==> config.mk <==
export PLATFORM = sky130hd
export DESIGN_NAME = sbi_core
export DESIGN_NICKNAME = d
export VERILOG_FILES = /design/src/core/sbi_pkg.sv /design/src/core/sbi_core.sv /design/src/core/sbi_sync.sv
export SDC_FILE = /design/constraint.sdc
export NUM_CORES = 1
export LEC_CHECK = 0
export BUFFER_PORTS_ARGS = -buffer_cell sky130_fd_sc_hd__buf_2
export CAP_MARGIN = 10
export CORE_ASPECT_RATIO = 0.8
export CORE_MARGIN = 10
export CORE_UTILIZATION = 63
export CTS_BUF_LIST = sky130_fd_sc_hd__clkbuf_8
export CTS_CLUSTER_SIZE = 40
export DETAILED_ROUTE_END_ITERATION = 16
export PLACE_DENSITY = 0.83
export SYNTH_ARGS = -nofsm -noshare
export SYNTH_HDL_FRONTEND = slang
export SYNTH_SLANG_ARGS = --single-unit
export TNS_END_PERCENT = 10
==> constraint.sdc <==
create_clock -name core_clk_in -period 4 [get_ports core_clk_in]
set_input_delay 0.4 -clock core_clk_in [delete_from_list [all_inputs] [get_ports core_clk_in]]
set_output_delay 0.4 -clock core_clk_in [all_outputs]
set_load 0.005 [all_outputs]
==> src/core/sbi_pkg.sv <==
package sbi_pkg;
    // register offsets
    localparam logic [3:0] SBI_OFF_STAT = 4'h0;
    localparam logic [3:0] SBI_OFF_BUF = 4'h1;
    localparam logic [3:0] SBI_OFF_IRQ_STAT = 4'h2;
    localparam logic [3:0] SBI_OFF_IRQ_MASK = 4'h3;
    localparam logic [3:0] SBI_OFF_CTRL = 4'h4;
    // status/control field positions
    localparam int SBI_B_ON = 15;
    localparam int SBI_B_IDLE = 13;
    localparam int SBI_B_CNT = 8;
    localparam int SBI_B_SRE = 7;
    localparam int SBI_B_OVR = 6;
    localparam int SBI_B_RXE = 5;
    localparam int SBI_B_SEL = 2;
    localparam int SBI_B_TXF = 1;
    localparam int SBI_B_RXF = 0;
    // control register field positions
    localparam int SBI_B_MST = 0;
    localparam int SBI_B_IDLE_IN = 1;
    // interrupt status bits
    localparam int SBI_I_BUF = 0;
    localparam int SBI_I_OVR = 1;
    localparam logic [15:0] SBI_RST_16 = 16'h0000;
    localparam int SBI_DEPTH = 8;
    localparam logic [3:0] SBI_DEPTH_C = 4'h8;
    localparam logic [3:0] SBI_THREE_Q = 4'h6;
    localparam logic [3:0] SBI_BITS = 4'h8;
    // clock divider for master serial clock: half period in core cycles
    localparam int SBI_CLK_NS = 5;
    localparam int SBI_SCK_HALF_NS = 80;
    localparam logic [7:0] SBI_HALF_CYC = 8'(SBI_SCK_HALF_NS / SBI_CLK_NS);

    typedef struct packed {
        logic wr;
        logic rd;
        logic [3:0] addr;
        logic [15:0] wdata;
    } sbi_bus_s;

    typedef struct packed {
        logic sck;
        logic sdi;
        logic ss_n;
    } sbi_pins_s;
endpackage

==> src/core/sbi_core.sv <==
// The implementer's own choices: the address-and-strobe port and the address map.
`timescale 1ns/100ps
module sbi_core
    import sbi_pkg::*;
(
    input wire logic core_clk_in,
    input wire logic rst_n_in,
    input wire sbi_bus_s bus_in,
    output logic [15:0] rdata_out,
    input wire logic sck_in,
    input wire logic sdi_in,
    input wire logic ss_n_in,
    output logic sck_out,
    output logic sck_oe_out,
    output logic sdo_out,
    output logic sdo_oe_out,
    output logic irq_out
);
    typedef struct packed {
        logic on;
        logic idle_halt;
        logic [2:0] sel;
        logic master;
        logic idle;
        logic ovr;
        logic [1:0] ists;
        logic [1:0] imask;
        logic [3:0] txc;
        logic [2:0] txw;
        logic [2:0] txr;
        logic [3:0] rxc;
        logic [2:0] rxw;
        logic [2:0] rxr;
        logic busy;
        logic [3:0] bitn;
        logic [15:0] sh_o;
        logic [15:0] sh_i;
        logic sck_d;
        logic mclk;
        logic [7:0] div;
        logic [15:0] rdata;
        logic sdo;
        logic sck_o;
        logic sck_oe;
        logic sdo_oe;
        logic irq;
    } sbi_st_s;

    sbi_st_s st_r;
    sbi_st_s st_nxt;
    logic [15:0] txmem_r [SBI_DEPTH];
    logic [15:0] rxmem_r [SBI_DEPTH];
    sbi_pins_s pin_raw;
    sbi_pins_s pin_s;
    logic run;
    logic sck_now;
    logic rise;
    logic fall;
    logic tx_load;
    logic rx_done;
    logic rx_push;
    logic rx_pop;
    logic tx_push;
    logic ev_buf;
    logic [15:0] stat_word;

    assign pin_raw = '{sck: sck_in, sdi: sdi_in, ss_n: ss_n_in};

    sbi_sync u_sync (
        .core_clk_in(core_clk_in),
        .rst_n_in(rst_n_in),
        .pins_in(pin_raw),
        .pins_out(pin_s)
    );

    function automatic logic [3:0] sbi_inc(input logic [3:0] v);
        sbi_inc = v + 4'h1;
    endfunction

    assign run = st_r.on && !(st_r.idle_halt && st_r.idle);
    assign sck_now = st_r.master ? st_r.mclk : pin_s.sck;
    assign rise = run && sck_now && !st_r.sck_d && (st_r.master || !pin_s.ss_n);
    assign fall = run && !sck_now && st_r.sck_d && (st_r.master || !pin_s.ss_n);
    // shift register loads from fifo when idle
    assign tx_load = run && !st_r.busy && (st_r.txc != 4'h0);
    // slave receives even with nothing queued to send
    assign rx_done = rise && (st_r.busy || !st_r.master) && (st_r.bitn == SBI_BITS - 4'h1);
    assign rx_push = rx_done && (st_r.rxc != SBI_DEPTH_C);
    assign rx_pop = bus_in.rd && bus_in.addr == SBI_OFF_BUF && st_r.rxc != 4'h0;
    assign tx_push = bus_in.wr && bus_in.addr == SBI_OFF_BUF && st_r.txc != SBI_DEPTH_C;

    always_comb begin
        stat_word = SBI_RST_16;
        stat_word[SBI_B_ON] = st_r.on;
        stat_word[SBI_B_IDLE] = st_r.idle_halt;
        stat_word[SBI_B_CNT +: 3] = st_r.master ? st_r.txc[2:0] : st_r.rxc[2:0];
        stat_word[SBI_B_SRE] = !st_r.busy;
        stat_word[SBI_B_OVR] = st_r.ovr;
        stat_word[SBI_B_RXE] = (st_r.rxc == 4'h0);
        stat_word[SBI_B_SEL +: 3] = st_r.sel;
        stat_word[SBI_B_TXF] = (st_r.txc == SBI_DEPTH_C);
        stat_word[SBI_B_RXF] = (st_r.rxc == SBI_DEPTH_C);
    end

    always_comb begin
        logic [3:0] txn;
        logic [3:0] rxn;
        txn = st_r.txc;
        rxn = st_r.rxc;
        unique case (st_r.sel)
            3'b111: ev_buf = tx_push && !tx_load && st_r.txc == SBI_DEPTH_C - 4'h1;
            // tx emptied at last bit in
            3'b110: ev_buf = rx_done && st_r.txc == 4'h0;
            3'b101: ev_buf = rx_done;
            3'b100: ev_buf = tx_load && st_r.txc == SBI_DEPTH_C;
            3'b011: ev_buf = rx_push && !rx_pop && st_r.rxc == SBI_DEPTH_C - 4'h1;
            3'b010: ev_buf = st_r.rxc >= SBI_THREE_Q;
            3'b001: ev_buf = st_r.rxc != 4'h0;
            3'b000: ev_buf = rx_pop && !rx_push && st_r.rxc == 4'h1;
            default: ev_buf = 1'b0;
        endcase
        st_nxt = st_r;
        st_nxt.sck_d = sck_now;
        st_nxt.rdata = SBI_RST_16;
        if (bus_in.rd) begin
            case (bus_in.addr)
                SBI_OFF_STAT: st_nxt.rdata = stat_word;
                SBI_OFF_BUF: st_nxt.rdata = rxmem_r[st_r.rxr];
                SBI_OFF_IRQ_STAT: st_nxt.rdata = {14'h0000, st_r.ists};
                SBI_OFF_IRQ_MASK: st_nxt.rdata = {14'h0000, st_r.imask};
                SBI_OFF_CTRL: st_nxt.rdata = {14'h0000, st_r.idle, st_r.master};
                default: st_nxt.rdata = SBI_RST_16;
            endcase
        end
        if (bus_in.wr) begin
            case (bus_in.addr)
                SBI_OFF_STAT: begin
                    st_nxt.on = bus_in.wdata[SBI_B_ON];
                    st_nxt.idle_halt = bus_in.wdata[SBI_B_IDLE];
                    st_nxt.sel = bus_in.wdata[SBI_B_SEL +: 3];
                    if (!bus_in.wdata[SBI_B_OVR]) begin
                        st_nxt.ovr = 1'b0;
                    end
                end
                SBI_OFF_IRQ_STAT: st_nxt.ists = st_r.ists & ~bus_in.wdata[1:0];
                SBI_OFF_IRQ_MASK: st_nxt.imask = bus_in.wdata[1:0];
                SBI_OFF_CTRL: begin
                    st_nxt.master = bus_in.wdata[SBI_B_MST];
                    st_nxt.idle = bus_in.wdata[SBI_B_IDLE_IN];
                end
                default: st_nxt.rdata = st_nxt.rdata;
            endcase
        end
        if (rx_done && st_r.rxc == SBI_DEPTH_C && !rx_pop) begin
            st_nxt.ovr = 1'b1;
            st_nxt.ists[SBI_I_OVR] = 1'b1;
        end
        if (ev_buf) begin
            st_nxt.ists[SBI_I_BUF] = 1'b1;
        end
        if (tx_push) begin
            st_nxt.txw = st_r.txw + 3'h1;
            txn = sbi_inc(txn);
        end
        if (tx_load) begin
            st_nxt.txr = st_r.txr + 3'h1;
            txn = txn - 4'h1;
            st_nxt.busy = 1'b1;
            st_nxt.bitn = 4'h0;
            st_nxt.sh_o = txmem_r[st_r.txr];
            st_nxt.sdo = txmem_r[st_r.txr][7];
            st_nxt.div = 8'h00;
        end
        if (rx_push) begin
            st_nxt.rxw = st_r.rxw + 3'h1;
            rxn = sbi_inc(rxn);
        end
        if (rx_pop) begin
            st_nxt.rxr = st_r.rxr + 3'h1;
            rxn = rxn - 4'h1;
        end
        st_nxt.txc = txn;
        st_nxt.rxc = rxn;
        // master clock: enable-style divider, idle low
        if (run && st_r.master && st_r.busy) begin
            if (st_r.div == SBI_HALF_CYC - 8'h01) begin
                st_nxt.div = 8'h00;
                st_nxt.mclk = !st_r.mclk;
            end else begin
                st_nxt.div = st_r.div + 8'h01;
            end
        end else if (!tx_load) begin
            st_nxt.mclk = 1'b0;
            st_nxt.div = 8'h00;
        end
        // sample on rising, shift out on falling
        // deselected slave restarts its bit count
        if (!st_r.master && pin_s.ss_n) begin
            st_nxt.bitn = 4'h0;
        end
        if (rise && (st_r.busy || !st_r.master)) begin
            st_nxt.sh_i = {st_r.sh_i[14:0], pin_s.sdi};
            st_nxt.bitn = st_r.bitn + 4'h1;
            if (rx_done) begin
                st_nxt.busy = 1'b0;
            end
        end
        if (fall && st_r.busy) begin
            st_nxt.sh_o = {st_r.sh_o[14:0], 1'b0};
            st_nxt.sdo = st_r.sh_o[6];
        end
        if (!st_r.on) begin
            st_nxt.busy = 1'b0;
            st_nxt.mclk = 1'b0;
        end
        st_nxt.sck_o = st_nxt.mclk;
        st_nxt.sck_oe = st_nxt.on && st_nxt.master;
        st_nxt.sdo_oe = st_nxt.on && (st_nxt.master || !pin_s.ss_n);
        st_nxt.irq = |(st_nxt.ists & st_nxt.imask);
    end

    always_ff @(posedge core_clk_in) begin
        if (!rst_n_in) begin
            st_r <= '0;
        end else begin
            st_r <= st_nxt;
        end
    end

    always_ff @(posedge core_clk_in) begin
        if (tx_push) begin
            txmem_r[st_r.txw] <= bus_in.wdata;
        end
        if (rx_push) begin
            rxmem_r[st_r.rxw] <= {8'h00, st_r.sh_i[6:0], pin_s.sdi};
        end
    end

    assign rdata_out = st_r.rdata;
    assign sck_out = st_r.sck_o;
    assign sck_oe_out = st_r.sck_oe;
    assign sdo_out = st_r.sdo;
    assign sdo_oe_out = st_r.sdo_oe;
    assign irq_out = st_r.irq;

    a_full_flag: assert property (@(posedge core_clk_in) disable iff (!rst_n_in)
        (st_r.rxc == SBI_DEPTH_C) |-> stat_word[SBI_B_RXF]) else $error("rx full flag wrong");
    a_ovr_set: assert property (@(posedge core_clk_in) disable iff (!rst_n_in)
        (rx_done && st_r.rxc == SBI_DEPTH_C && !rx_pop) |=> st_r.ovr) else $error("overrun lost");
    a_ovr_keep: assert property (@(posedge core_clk_in) disable iff (!rst_n_in)
        (rx_done && st_r.rxc == SBI_DEPTH_C && !rx_pop) |=> $stable(st_r.rxc))
        else $error("overrun changed fifo");
    a_rx_empty: assert property (@(posedge core_clk_in) disable iff (!rst_n_in)
        stat_word[SBI_B_RXE] == (st_r.rxc == 4'h0)) else $error("rx empty flag wrong");
    a_off_idle: assert property (@(posedge core_clk_in) disable iff (!rst_n_in)
        !st_r.on |-> !sck_oe_out && !sdo_oe_out ##1 !st_r.busy) else $error("disabled port active");
    a_idle_stop: assert property (@(posedge core_clk_in) disable iff (!rst_n_in)
        (st_r.idle_halt && st_r.idle) |-> !rise && !tx_load) else $error("ran during idle");
    a_sr_empty: assert property (@(posedge core_clk_in) disable iff (!rst_n_in)
        tx_load |=> !stat_word[SBI_B_SRE]) else $error("shift empty flag wrong");
    a_irq_out: assert property (@(posedge core_clk_in) disable iff (!rst_n_in)
        (st_r.sel == 3'b001 && st_r.rxc != 4'h0 && st_r.imask[SBI_I_BUF] && !bus_in.wr)
        |-> ##2 irq_out) else $error("data available irq missing");
    a_cnt_mst: assert property (@(posedge core_clk_in) disable iff (!rst_n_in)
        st_r.master |-> stat_word[SBI_B_CNT +: 3] == st_r.txc[2:0]) else $error("count wrong");
    c_overrun: cover property (@(posedge core_clk_in) st_r.ovr);
    c_rx_full: cover property (@(posedge core_clk_in) st_r.rxc == SBI_DEPTH_C);
    c_irq: cover property (@(posedge core_clk_in) irq_out);
endmodule

==> src/core/sbi_sync.sv <==
`timescale 1ns/100ps
module sbi_sync
    import sbi_pkg::*;
(
    input wire logic core_clk_in,
    input wire logic rst_n_in,
    input wire sbi_pins_s pins_in,
    output sbi_pins_s pins_out
);
    typedef struct packed {
        sbi_pins_s meta;
        sbi_pins_s sync;
    } sbi_sync_st_s;
    sbi_sync_st_s st_r;
    sbi_sync_st_s st_nxt;

    // second stage alone feeds logic
    always_comb begin
        st_nxt.meta = pins_in;
        st_nxt.sync = st_r.meta;
    end

    always_ff @(posedge core_clk_in) begin
        if (!rst_n_in) begin
            st_r <= '{meta: 3'b001, sync: 3'b001};
        end else begin
            st_r <= st_nxt;
        end
    end

    assign pins_out = st_r.sync;
endmodule

; Word level (Yosys, flattened, before mapping)
; Memories as Yosys holds them, arrays and structs flattened. A register that Yosys moved wholly into a read port is not among the register bits.
; Cells that the tools add are included.
[word_totals]
reg_bits = 87
ramBits = 192
output_inout_bits = 21
word_cells = 173
memories = 2
[classes]
n_addsub = 10
n_lt_le_gt_ge = 1
n_eq_ne = 23
n_mux = 36
bitwise_logic = 4
n_reduce_logical = 64
[memory_table]
columns = memory, depth, width, rd, rd_ports_with_merged_regs, wr, line_no
row1 = txmem_r, 8, 16, 1, 1, 1, sbi_core.sv:51  ; logic [15:0] txmem_r [SBI_DEPTH];
row2 = rxmem_r, 8, 8, 1, 1, 1, sbi_core.sv:52  ; logic [15:0] rxmem_r [SBI_DEPTH];
[ops]
columns = cell, count
row1 = case mux 16 bit (5 select lines), 1
row2 = logical AND 1 bit, 33
row3 = 2-to-1 mux 21 bit, 1
row4 = 2-to-1 mux 4 bit, 5
row5 = 2-to-1 mux 9 bit, 2
row6 = equality test 4 x 3 -> 1 bit (second input constant), 4
row7 = 2-to-1 mux 3 bit, 5
row8 = adder 3 x 1 -> 3 bit (second input constant), 4
row9 = adder 4 x 1 -> 4 bit (second input constant), 3
row10 = equality test 3 bit (second input constant), 4
row11 = logical NOT 4 bit, 3
row12 = 2-to-1 mux 1 bit, 12
row13 = 2-to-1 mux 12 bit, 1
row14 = logical NOT 1 bit, 10
row15 = 2-to-1 mux 5 bit, 2
row16 = AND reduction 2 bit, 5
row17 = adder 8 x 1 -> 8 bit (second input constant), 1
row18 = equality test 4 x 1 -> 1 bit (second input constant), 2
row19 = equality test 4 x 2 -> 1 bit (second input constant), 2
row20 = equality test 4 bit (second input constant), 2
row21 = equality test 8 x 4 -> 1 bit (second input constant), 1
row22 = 2-to-1 mux 2 bit, 4
row23 = 2-to-1 mux 8 bit, 1
row24 = inequality test 4 bit (second input constant), 2
row25 = other kinds (17), 28

; Longest topological paths before layout
; Gate-level depths: netlist of the first run.
[depth]
word_depth = 16
mapped_depth = 9
ltp_nobuf = 9

; Modules after synthesis
; A second synthesis of the first run with hierarchy kept.
[unflattened]
hier_cells = 654
area_unflattened_um2 = 8908.5
[modules_own_cells]
columns = mod, n_inst, cells_each, area_each_um2, seq_area_each_um2
row1 = sbi_core, 1, 642, 8750.9, 5525.3
row2 = sbi_sync, 1, 12, 157.7, 120.1

; Worst setup path after synthesis of the first run
; OpenSTA, ideal clock, no wires.
[synth_path]
kind = register to register
from = register st_r[94] in the netlist's numbering
to = memory rxmem_r[2][0] in the netlist's numbering, enable pin
setup_time_ps = 398
arrival_ps = 2457
required_ps = 3602
path_slack_ps = 1145
path_stages_with_launch = 6
period_less_slack_ps = 2855
path_cell_list = dfxtp_1 or2_0 a2111o_1 or3_1 clkbuf_2 nor4b_1
[synth_between]
elab_chain_cells = 9
[synth_rtl]
columns = element, line_no
row1 = start: declaration, sbi_core.sv:49  ; sbi_st_s st_r;
row2 = start signal: assignment, sbi_core.sv:226  ; st_r <= st_nxt;
row3 = 2-to-1 mux 1 bit, sbi_core.sv:81  ; assign sck_now = st_r.master ? st_r.mclk : pin_s.sck;
row4 = logical AND 1 bit (3 in series), sbi_core.sv:82  ; assign rise = run && sck_now && !st_r.sck_d && (st_r.master || !pin_s.ss_n);
row5 = logical AND 1 bit * (2 in series), sbi_core.sv:87  ; assign rx_done = rise && (st_r.busy || !st_r.master) && (st_r.bitn == SBI_BITS - 4'h1);
row6 = logical AND 1 bit *, sbi_core.sv:88  ; assign rx_push = rx_done && (st_r.rxc != SBI_DEPTH_C);
row7 = 2-to-1 mux 1 bit *, sbi_core.sv:234  ; if (rx_push) begin
row8 = 2-to-1 mux 1 bit (not written as such) *, sbi_core.sv:235  ; rxmem_r[st_r.rxw] <= {8'h00, st_r.sh_i[6:0], pin_s.sdi};
row9 = end: declaration, sbi_core.sv:52
; Every way passes the cells marked *; elsewhere a longest branch is shown, timed or not.

; Final worst setup path of the first run
[layout_path]
from = register st_r[94] in the netlist's numbering
to = memory rxmem_r[2][3] in the netlist's numbering, enable pin
; Same word-level chain as after synthesis.

==> results of run 1 <==
cell families (layout without fill, tap and decap cells):
kind of cell	after synthesis	after routing	synth area share [%]
AO/OA/AOI/OAI	69	69	4.96
XOR/XNOR	22	22	2.18
adder cells (fa/ha/maj)	14	14	1.98
buffers and inverters	59	125	3.26
flip-flops	218	218	64.0
multiplexers	64	64	12.0
other	1	3	0.0425
AND/OR/NAND/NOR	213	213	11.6
metal layers:
metal  routed length [µm]  GRT usage (%)  vias to the layer above
met5                    0              0                        -
met4                  362           6.27                        0
met3                 1450           4.32                       36
met2                 8790           30.6                      233
met1                 7930           24.9                     2755
li1                     -              -                     2508
worst paths after layout:
| path | startpoint | to | slack, ns | cells after the start |
|---|---|---|---|---|
| max | st_r[94]$_SDFF_PN0_ | rxmem_r[2][3]$_DFFE_PP_ | 0.84 | 5 |
| min | ss_n_in | u_sync.st_nxt[0]$_SDFF_PN1_ | 0.03 | 2 |
| max reg2reg | st_r[94]$_SDFF_PN0_ | rxmem_r[2][3]$_DFFE_PP_ | 0.84 | 5 |
| min reg2reg | u_sync.st_nxt[0]$_SDFF_PN1_ | u_sync.pins_out[0]$_SDFF_PN1_ | 0.43 | 1 |
per-stage QoR:
step	power [mW]	area (µm²)	utilization, %
after floorplan	2.46	8830	-
after global placement	2.48	9160	67.1
after CTS	4.09	9740	71.4
after detailed placement	2.49	9160	67.1
final	4.07	9740	71.4
after global routing	4.19	9740	71.4
registers in the layout, indices dropped and copies added, names as in the netlist, named ones only:
signal           count
irq_out              1
rdata_out           13
rxmem_r             64
sck_oe_out           1
sck_out              1
sdo_oe_out           1
sdo_out              1
st_r                60
txmem_r             64
u_sync.pins_out      3
u_sync.st_nxt        3
cell usage after synthesis (3+ instances only):
cell type / n / area share (%)
a21oi_1: 30 / 1.7
a221oi_1: 8 / 0.79
a22oi_1: 6 / 0.51
a31oi_1: 4 / 0.28
and2_1: 5 / 0.35
and3_1: 11 / 0.78
buf_2: 4 / 0.23
buf_4: 16 / 1.4
clkbuf_1: 23 / 0.98
dfxtp_1: 90 / 20
edfxtp_1: 128 / 44
ha_1: 14 / 2.0
inv_1: 12 / 0.51
mux2_2: 9 / 1.1
mux2i_1: 22 / 2.5
mux4_2: 32 / 8.2
nand2_1: 51 / 2.2
nand2b_1: 6 / 0.43
nand3_1: 16 / 0.91
nand3b_1: 5 / 0.43
nand4_1: 5 / 0.35
nor2_1: 74 / 3.1
nor2b_1: 5 / 0.35
nor3_1: 14 / 0.79
nor3b_1: 3 / 0.26
nor4_1: 5 / 0.35
nor4b_1: 4 / 0.40
o21ai_0: 9 / 0.51
xnor2_1: 14 / 1.4
xor2_1: 8 / 0.79
cell type report:
| class | instances | area [µm²] |
|---|---|---|
| Fill cell | 863 | 3900 |
| Tap cell | 180 | 225 |
| Inverter | 13 | 48.8 |
| Timing Repair Buffer | 55 | 318 |
| Clock buffer | 37 | 509 |
| Sequential cell | 218 | 5650 |
| Clock inverter | 20 | 78.8 |
| Multi-Input combinational cell | 385 | 2920 |
power by group through the flow:
| stage | Sequential [mW] | Clock [mW] | Combinational, mW |
|---|---|---|---|
| after floorplan | 2.42 | 0 | 0.0359 |
| after global placement | 2.42 | 0 | 0.0620 |
| final | 2.37 | 1.63 | 0.0681 |
| after CTS | 2.37 | 1.65 | 0.0670 |
| after global routing | 2.37 | 1.74 | 0.0749 |
| after detailed placement | 2.42 | 0 | 0.0664 |
==> impl_metrics.py, run 1 <==
metrics = {
    "placed_design": {
        "portBuffers": 38,
        "place_inst": 851,
        "place_ws_ns": 1.07,
        "gp_congestion": 0.854,
        "place_hpwl_um": 12400,
    },
    "route": {
        "drt_first_iter_violations": 590,
        "num_vias": 5532,
        "firstDrtPassIters": 7,
        "ant_nets": 0,
        "wl_per_cell_um": 20.4,
        "totalWireLength_um": 18500,
        "viasPerCell": 6.09,
        "drc": 0,
    },
    "setup_path": {
        "crit_arrival_ns": 3.39,
        "crit_required_ns": 4.23,
        "critical_path_class": "reg2reg",
        "worst-path-max-fanout": 14,
        "cp_top_family": "simple AND/OR/NAND/NOR gates",
        "slowest_stage": "dfxtp_1",
        "worstPathCellList": "mux2i_1, a2111o_1, or3_1, nor4b_1, buf_4",
        "slowest_delay_ns": 0.68,
        "startpoint_type": "flop",
        "cp-end-kind": "flop",
        "cp.buffers_inverters": 1,
    },
    "floorplan": {
        "fp.dieArea_um2": 19200,
        "die_w_um": 152,
        "row_count": 38,
        "die_y_um": 126,
        "start_util_pct": 64.7,
        "coreArea_um2": 13600,
        "io-pin-count": 48,
    },
    "sta": {
        "final.setup_skew_ns": 0.0306,
        "setup_viol": 0,
        "rsz0062_at_grt": "false",
        "hold_viol": 0,
        "fmax_mhz": 317,
        "setup_ws_ns": 0.842,
        "tns_ns": 0,
        "hold_ws_ns": 0.0339,
        "fin_crit_sh_pct": 78.9,
        "tightest_slew_ns": 1.11,
        "slew_headroom_pct": 26.0,
        "min_period_ns": 3.16,
        "maxSlewViolCount": 0,
    },
    "yosys": {
        "synthesis.area_um2": 8830,
        "yosys_warnings": 0,
        "netlist_instances": 660,
        "ys_ff_latch": 218,
        "synthArstFlopShare_pct": 0,
        "yosysSeqAreaShare_pct": 64.0,
        "syn_avg_cell_area_um2": 13.4,
        "synth_edf_count": 128,
        "ys.flop_type": "edfxtp_1",
        "synth.distinct_cells": 54,
    },
    "power_and_ir_drop": {
        "p_sw_share_pct": 20.8,
        "comb_power_share_pct": 1.7,
        "leakage_nw": 3.37,
        "intPower_mw": 3.22,
        "seqPwrFrac_pct": 58.3,
        "p_sw_mw": 0.846,
        "clkPwrFrac_pct": 40.0,
        "ir_drop_mv": 0.368,
        "power_density_nw_per_um2": 418,
    },
    "final_layout": {
        "antennaDiodeCount": 0,
        "nets": 745,
        "final_common_cell": "edfxtp_1",
        "layout.cells.non_filler": 908,
        "drive_above_1_share_pct": 19.8,
        "areaGrowthSynthToFinish_pct": 10.4,
        "layout_common_cells": "edfxtp_1 (128), dfxtp_1 (90), nor2_1 (74)",
    },
    "global_route": {
        "grt_usage_pct": 18.9,
        "antenna_found_initial": 0,
        "grt_pass1_vias": 5655,
        "grt_pass1_wl_um": 29700,
        "grt_start_max_net_pins": 46,
        "overflow": 0,
    },
    "cts": {
        "cts_setup_buffers": 0,
        "clk_pin_slew_ns": 0.06,
        "cts.sinks": 218,
        "cts_resized": 0,
        "clock_path_buffers": 3,
        "cts_tree": "done",
        "ctsHoldBuffers": 0,
        "numCtsBuffers": 31,
        "cts-htree-levels": 1,
        "cts_root_buf": "clkbuf_8",
        "clk-insertion-delay-late_ns": 0.55,
    },
    "min_path": {
        "hold_class": "in2reg",
    },
    "run": {
        "drv_cap": 0,
    },
    "status": {
        "status": "finished, final reports clean",
    },
}
Power figures use the tool's default switching activity.
==> inputs of run 2 (changes only) <==
==> constraint.sdc (replaced) <==
create_clock -name core_clk_in -period 3.3 [get_ports core_clk_in]
set_input_delay 0.33 -clock core_clk_in [delete_from_list [all_inputs] [get_ports core_clk_in]]
set_output_delay 0.33 -clock core_clk_in [all_outputs]
set_load 0.005 [all_outputs]
==> impl_metrics.py, run 2 (same netlist as run 1, synthesis figures left out) <==
metrics = {
    "status": {
        "status": "finished, final reports clean",
    },
    "route": {
        "ant_nets": 0,
        "num_vias": 5721,
        "totalWireLength_um": 19000,
        "firstDrtPassIters": 5,
        "drt_first_iter_violations": 566,
        "viasPerCell": 6.25,
        "drc": 0,
        "wl_per_cell_um": 20.8,
    },
    "global_route": {
        "antenna_found_initial": 0,
        "overflow": 0,
        "grt_usage_pct": 19.2,
        "grt_pass1_vias": 5773,
        "grt_start_max_net_pins": 46,
        "grt_pass1_wl_um": 30000,
    },
    "final_layout": {
        "top_regs": "rxmem_r (64), txmem_r (64), st_r (60)",
        "areaGrowthSynthToFinish_pct": 11.3,
        "drive_above_1_share_pct": 21.1,
        "antennaDiodeCount": 0,
        "final_common_cell": "edfxtp_1",
        "multi_input_area_um2": 2920,
        "layout_common_cells": "edfxtp_1 (128), dfxtp_1 (90), nor2_1 (74)",
        "layout.cells.non_filler": 915,
        "ff_latch_area_um2": 5650,
        "fill_cells": 813,
        "nets": 756,
    },
    "setup_path": {
        "cp-startpoint": "st_r[94]$_SDFF_PN0_",
        "crit_required_ns": 3.49,
        "crit_arrival_ns": 3.12,
        "r2r_slack_ns": 0.36,
        "r2r_start": "st_r[94]$_SDFF_PN0_",
        "rr_worst_depth": 6,
        "worst-path-max-fanout": 13,
        "timing.rr.end": "rxmem_r[3][4]$_DFFE_PP_",
        "crit_end": "rxmem_r[3][4]$_DFFE_PP_",
        "critical_path_class": "reg2reg",
        "cp-end-kind": "flop",
        "startpoint_type": "flop",
    },
    "floorplan": {
        "row_count": 38,
        "start_util_pct": 64.7,
        "die_y_um": 126,
        "die_w_um": 152,
        "fp.dieArea_um2": 19200,
        "coreArea_um2": 13600,
        "io-pin-count": 48,
    },
    "power_and_ir_drop": {
        "power_density_nw_per_um2": 509,
        "power_mw": 5.00,
        "ir_drop_mv": 0.416,
        "leakage_nw": 3.41,
    },
    "sta": {
        "rsz0062_at_grt": "false",
        "maxSlewViolCount": 0,
        "fmax_mhz": 340,
        "hold_ws_ns": 0.0235,
        "min_period_ns": 2.94,
        "tightest_slew_ns": 0.916,
        "final.setup_skew_ns": 0.0325,
        "tns_ns": 0,
        "hold_viol": 0,
        "setup_viol": 0,
        "fin_crit_sh_pct": 89.0,
        "slew_headroom_pct": 38.8,
    },
    "cts": {
        "cts-htree-levels": 2,
        "cts_root_buf": "clkbuf_8",
        "clk-insertion-delay-late_ns": 0.50,
        "numCtsBuffers": 34,
        "clock_path_buffers": 3,
        "cts.sinks": 218,
        "cts_tree": "done",
        "cts_setup_buffers": 0,
        "clk_pin_slew_ns": 0.06,
        "cts_resized": 0,
        "ctsHoldBuffers": 0,
    },
    "placed_design": {
        "portBuffers": 38,
        "place_hpwl_um": 12400,
        "gp_congestion": 0.867,
        "place_inst": 859,
    },
    "min_path": {
        "hold_class": "in2reg",
    },
    "run": {
        "drv_cap": 0,
    },
}
## run 2: changes by cell type in the layout (fill, tap and decap cells not counted)
cell	delta
buf_4	+8
inv_1	-5
clkbuf_8	+2
clkinv_1	+1
clkinvlp_4	+1
## run 2: how the worst min path moves through the flow
stage | to | cells after the start | slack, ns | from
6_report | u_sync.st_nxt[0]$_SDFF_PN1_ | 2 | 0.02 | ss_n_in
5_1_grt | u_sync.st_nxt[0]$_SDFF_PN1_ | 2 | 0.03 | ss_n_in
4_1_cts | u_sync.st_nxt[0]$_SDFF_PN1_ | 2 | 0.01 | ss_n_in
3_5_place_dp | u_sync.pins_out[0]$_SDFF_PN1_ | 1 | 0.40 | u_sync.st_nxt[0]$_SDFF_PN1_
3_3_place_gp | u_sync.pins_out[0]$_SDFF_PN1_ | 1 | 0.40 | u_sync.st_nxt[0]$_SDFF_PN1_
2_1_floorplan | u_sync.pins_out[0]$_SDFF_PN1_ | 1 | 0.39 | u_sync.st_nxt[0]$_SDFF_PN1_
## run 2: critical path: stages (launching register included)
cell	delay, ns
dfxtp_1	0.65
mux2i_1	0.23
a2111o_1	0.54
nor3_2	0.50
nand2_1	0.24
nor3b_1	0.25
buf_4	0.22
## run 2: per-layer routing
layer | vias up | track usage (%) | wire, µm
met2 | 307 | 31.3 | 9030
met5 | - | 0 | 0
met3 | 55 | 4.63 | 1820
met1 | 2827 | 24.3 | 7530
met4 | 0 | 7.41 | 616
li1 | 2532 | - | -
## run 2: stage by stage
stage          worst slack, ns  area [µm²]  utilization, %
5_1_grt                  0.218        9820            72.0
6_report                 0.362        9820            72.0
3_5_place_dp             0.387        9220            67.5
2_1_floorplan            0.445        8830               -
3_3_place_gp             0.512        9220            67.5
4_1_cts                  0.366        9820            72.0
## run 2: layout make-up
cell class,instances,area share (%)
Clock inverter,17,0.726
Inverter,13,0.497
Timing Repair Buffer,63,3.85
Tap cell,180,2.29
Multi-Input combinational cell,385,29.7
Sequential cell,218,57.5
Clock buffer,39,5.46
## run 2: power breakdown
group	internal, mW	leakage, nW	total [mW]	switching (mW)
clock	1.07	0.358	2.04	0.969
sequential	2.87	1.89	2.88	0.00755
combinational	0.0254	1.16	0.0836	0.0582
==> inputs of run 3 (changes only) <==
--- a/config.mk
+++ b/config.mk
@@ -8,7 +8,7 @@
 export BUFFER_PORTS_ARGS = -buffer_cell sky130_fd_sc_hd__buf_2
 export CAP_MARGIN = 10
 export CORE_ASPECT_RATIO = 0.8
-export CORE_MARGIN = 10
+export CORE_MARGIN = 2
 export CORE_UTILIZATION = 63
 export CTS_BUF_LIST = sky130_fd_sc_hd__clkbuf_8
 export CTS_CLUSTER_SIZE = 40
==> impl_metrics.py, run 3 (same netlist as run 1, synthesis figures left out) <==
metrics = {
    "status": {
        "status": "finished, final reports clean",
    },
    "min_path": {
        "hold_class": "in2reg",
    },
    "sta": {
        "hold_ws_ns": 0.0508,
        "min_period_ns": 3.12,
        "slew_headroom_pct": 45.6,
        "setup_viol": 0,
        "final.setup_skew_ns": 0.0314,
        "setup_ws_ns": 0.180,
        "rsz0062_at_grt": "false",
        "maxSlewViolCount": 0,
        "hold_viol": 0,
        "fmax_mhz": 321,
        "fin_crit_sh_pct": 94.5,
        "tns_ns": 0,
        "tightest_slew_ns": 0.814,
    },
    "setup_path": {
        "crit_required_ns": 3.56,
        "critical_path_class": "reg2reg",
        "slowest_stage": "dfxtp_1",
        "worst-path-max-fanout": 13,
        "startpoint_type": "flop",
        "worstPathCellList": "mux2i_1, a2111o_1, nor3_2, nand2_1, nor3b_1, buf_4",
        "cp-end-kind": "flop",
        "crit_arrival_ns": 3.38,
        "slowest_delay_ns": 0.66,
    },
    "power_and_ir_drop": {
        "intPower_mw": 4.01,
        "p_sw_mw": 1.02,
        "comb_power_share_pct": 1.7,
        "p_sw_share_pct": 20.2,
        "ir_drop_mv": 0.406,
        "seqPwrFrac_pct": 57.3,
        "power_density_nw_per_um2": 507,
        "clkPwrFrac_pct": 41.0,
        "power_mw": 5.02,
        "leakage_nw": 3.45,
    },
    "cts": {
        "clk_pin_slew_ns": 0.06,
        "cts-htree-levels": 1,
        "ctsHoldBuffers": 3,
        "clk-insertion-delay-late_ns": 0.55,
        "cts_tree": "done",
        "cts.sinks": 218,
        "cts_root_buf": "clkbuf_8",
        "cts_resized": 0,
        "clock_path_buffers": 3,
        "numCtsBuffers": 31,
        "cts_setup_buffers": 0,
    },
    "floorplan": {
        "fp.dieArea_um2": 15000,
        "die_y_um": 110,
        "coreArea_um2": 13600,
        "row_count": 38,
        "die_w_um": 136,
        "start_util_pct": 64.7,
        "io-pin-count": 48,
    },
    "route": {
        "drt_first_iter_violations": 623,
        "ant_nets": 0,
        "totalWireLength_um": 18000,
        "num_vias": 5655,
        "wl_per_cell_um": 19.5,
        "firstDrtPassIters": 5,
        "drc": 0,
        "viasPerCell": 6.13,
    },
    "placed_design": {
        "placed_cell_area_um2": 9240,
        "portBuffers": 38,
        "gp_congestion": 0.846,
        "place_hpwl_um": 12200,
        "place_ws_ns": 0.291,
        "place_inst": 862,
    },
    "global_route": {
        "grt_usage_pct": 24.8,
        "grt_pass1_wl_um": 28300,
        "grt_start_max_net_pins": 46,
        "overflow": 0,
        "antenna_found_initial": 0,
        "grt_pass1_vias": 5507,
    },
    "final_layout": {
        "top_regs": "rxmem_r (64), txmem_r (64), st_r (60)",
        "final_util_pct": 72.6,
        "areaGrowthSynthToFinish_pct": 12.2,
        "drive_above_1_share_pct": 21.6,
        "layout.cells.non_filler": 922,
        "layout_common_cells": "edfxtp_1 (128), dfxtp_1 (90), nor2_1 (74)",
        "antennaDiodeCount": 0,
        "final_common_cell": "edfxtp_1",
        "fin_area_um2": 9900,
        "nets": 759,
    },
    "run": {
        "drv_cap": 0,
    },
}
-- run 3: cell types whose count changed in the layout (fill, tap and decap cells not counted) --
cell           change
buf_4              +3
dlygate4sd3_1      +3
clkbuf_8           +2
clkinv_1           -1
clkinvlp_4         -1
inv_6              +1
-- run 3: area by class of cell --
| cell class | instances | area (µm²) |
|---|---|---|
| fillers | 799 | 3740 |
| flip-flops and latches | 218 | 5650 |
| clock buffers | 41 | 564 |
| repair buffers | 69 | 430 |
| clock inverters | 16 | 68.8 |
| multi-input cells | 385 | 2920 |
| inverters | 13 | 48.8 |
| well taps | 180 | 225 |
-- run 3: critical path: cells and delay by family, from the launching register on --
family / cells / cell delay (ns)
and+or+nand+nor: 3 / 1.16
DFF: 1 / 0.66
AOI/OAI and AO/OA: 1 / 0.54
buffers and inverters: 1 / 0.24
muxes: 1 / 0.22
-- run 3: power groups by stage --
stage | sequential, mW | combinational (mW) | clock [mW]
2_1_floorplan | 2.93 | 0.0435 | 0
3_3_place_gp | 2.93 | 0.0757 | 0
3_5_place_dp | 2.94 | 0.0802 | 0
4_1_cts | 2.88 | 0.0837 | 2.09
5_1_grt | 2.88 | 0.0930 | 2.20
6_report | 2.88 | 0.0845 | 2.06
-- run 3: path summary, 6_finish.rpt --
kind                                     from                       endpoint  slack (ns)  depth (start not counted)
setup / recovery          st_r[94]$_SDFF_PN0_        rxmem_r[3][5]$_DFFE_PP_        0.18                          6
hold / removal                     bus_in[13]          st_r[98]$_SDFFE_PN0P_        0.05                          3
setup reg to reg          st_r[94]$_SDFF_PN0_        rxmem_r[3][5]$_DFFE_PP_        0.18                          6
hold reg to reg   u_sync.st_nxt[0]$_SDFF_PN1_  u_sync.pins_out[0]$_SDFF_PN1_        0.43                          1
-- run 3: routing by layer --
layer / share of wire, % / vias to the layer above / GRT usage, %
li1: - / 2538 / -
met1: 40 / 2768 / 34.1
met2: 48 / 296 / 40.8
met3: 8.8 / 53 / 4.84
met4: 2.3 / 0 / 7.14
met5: 0 / - / 0
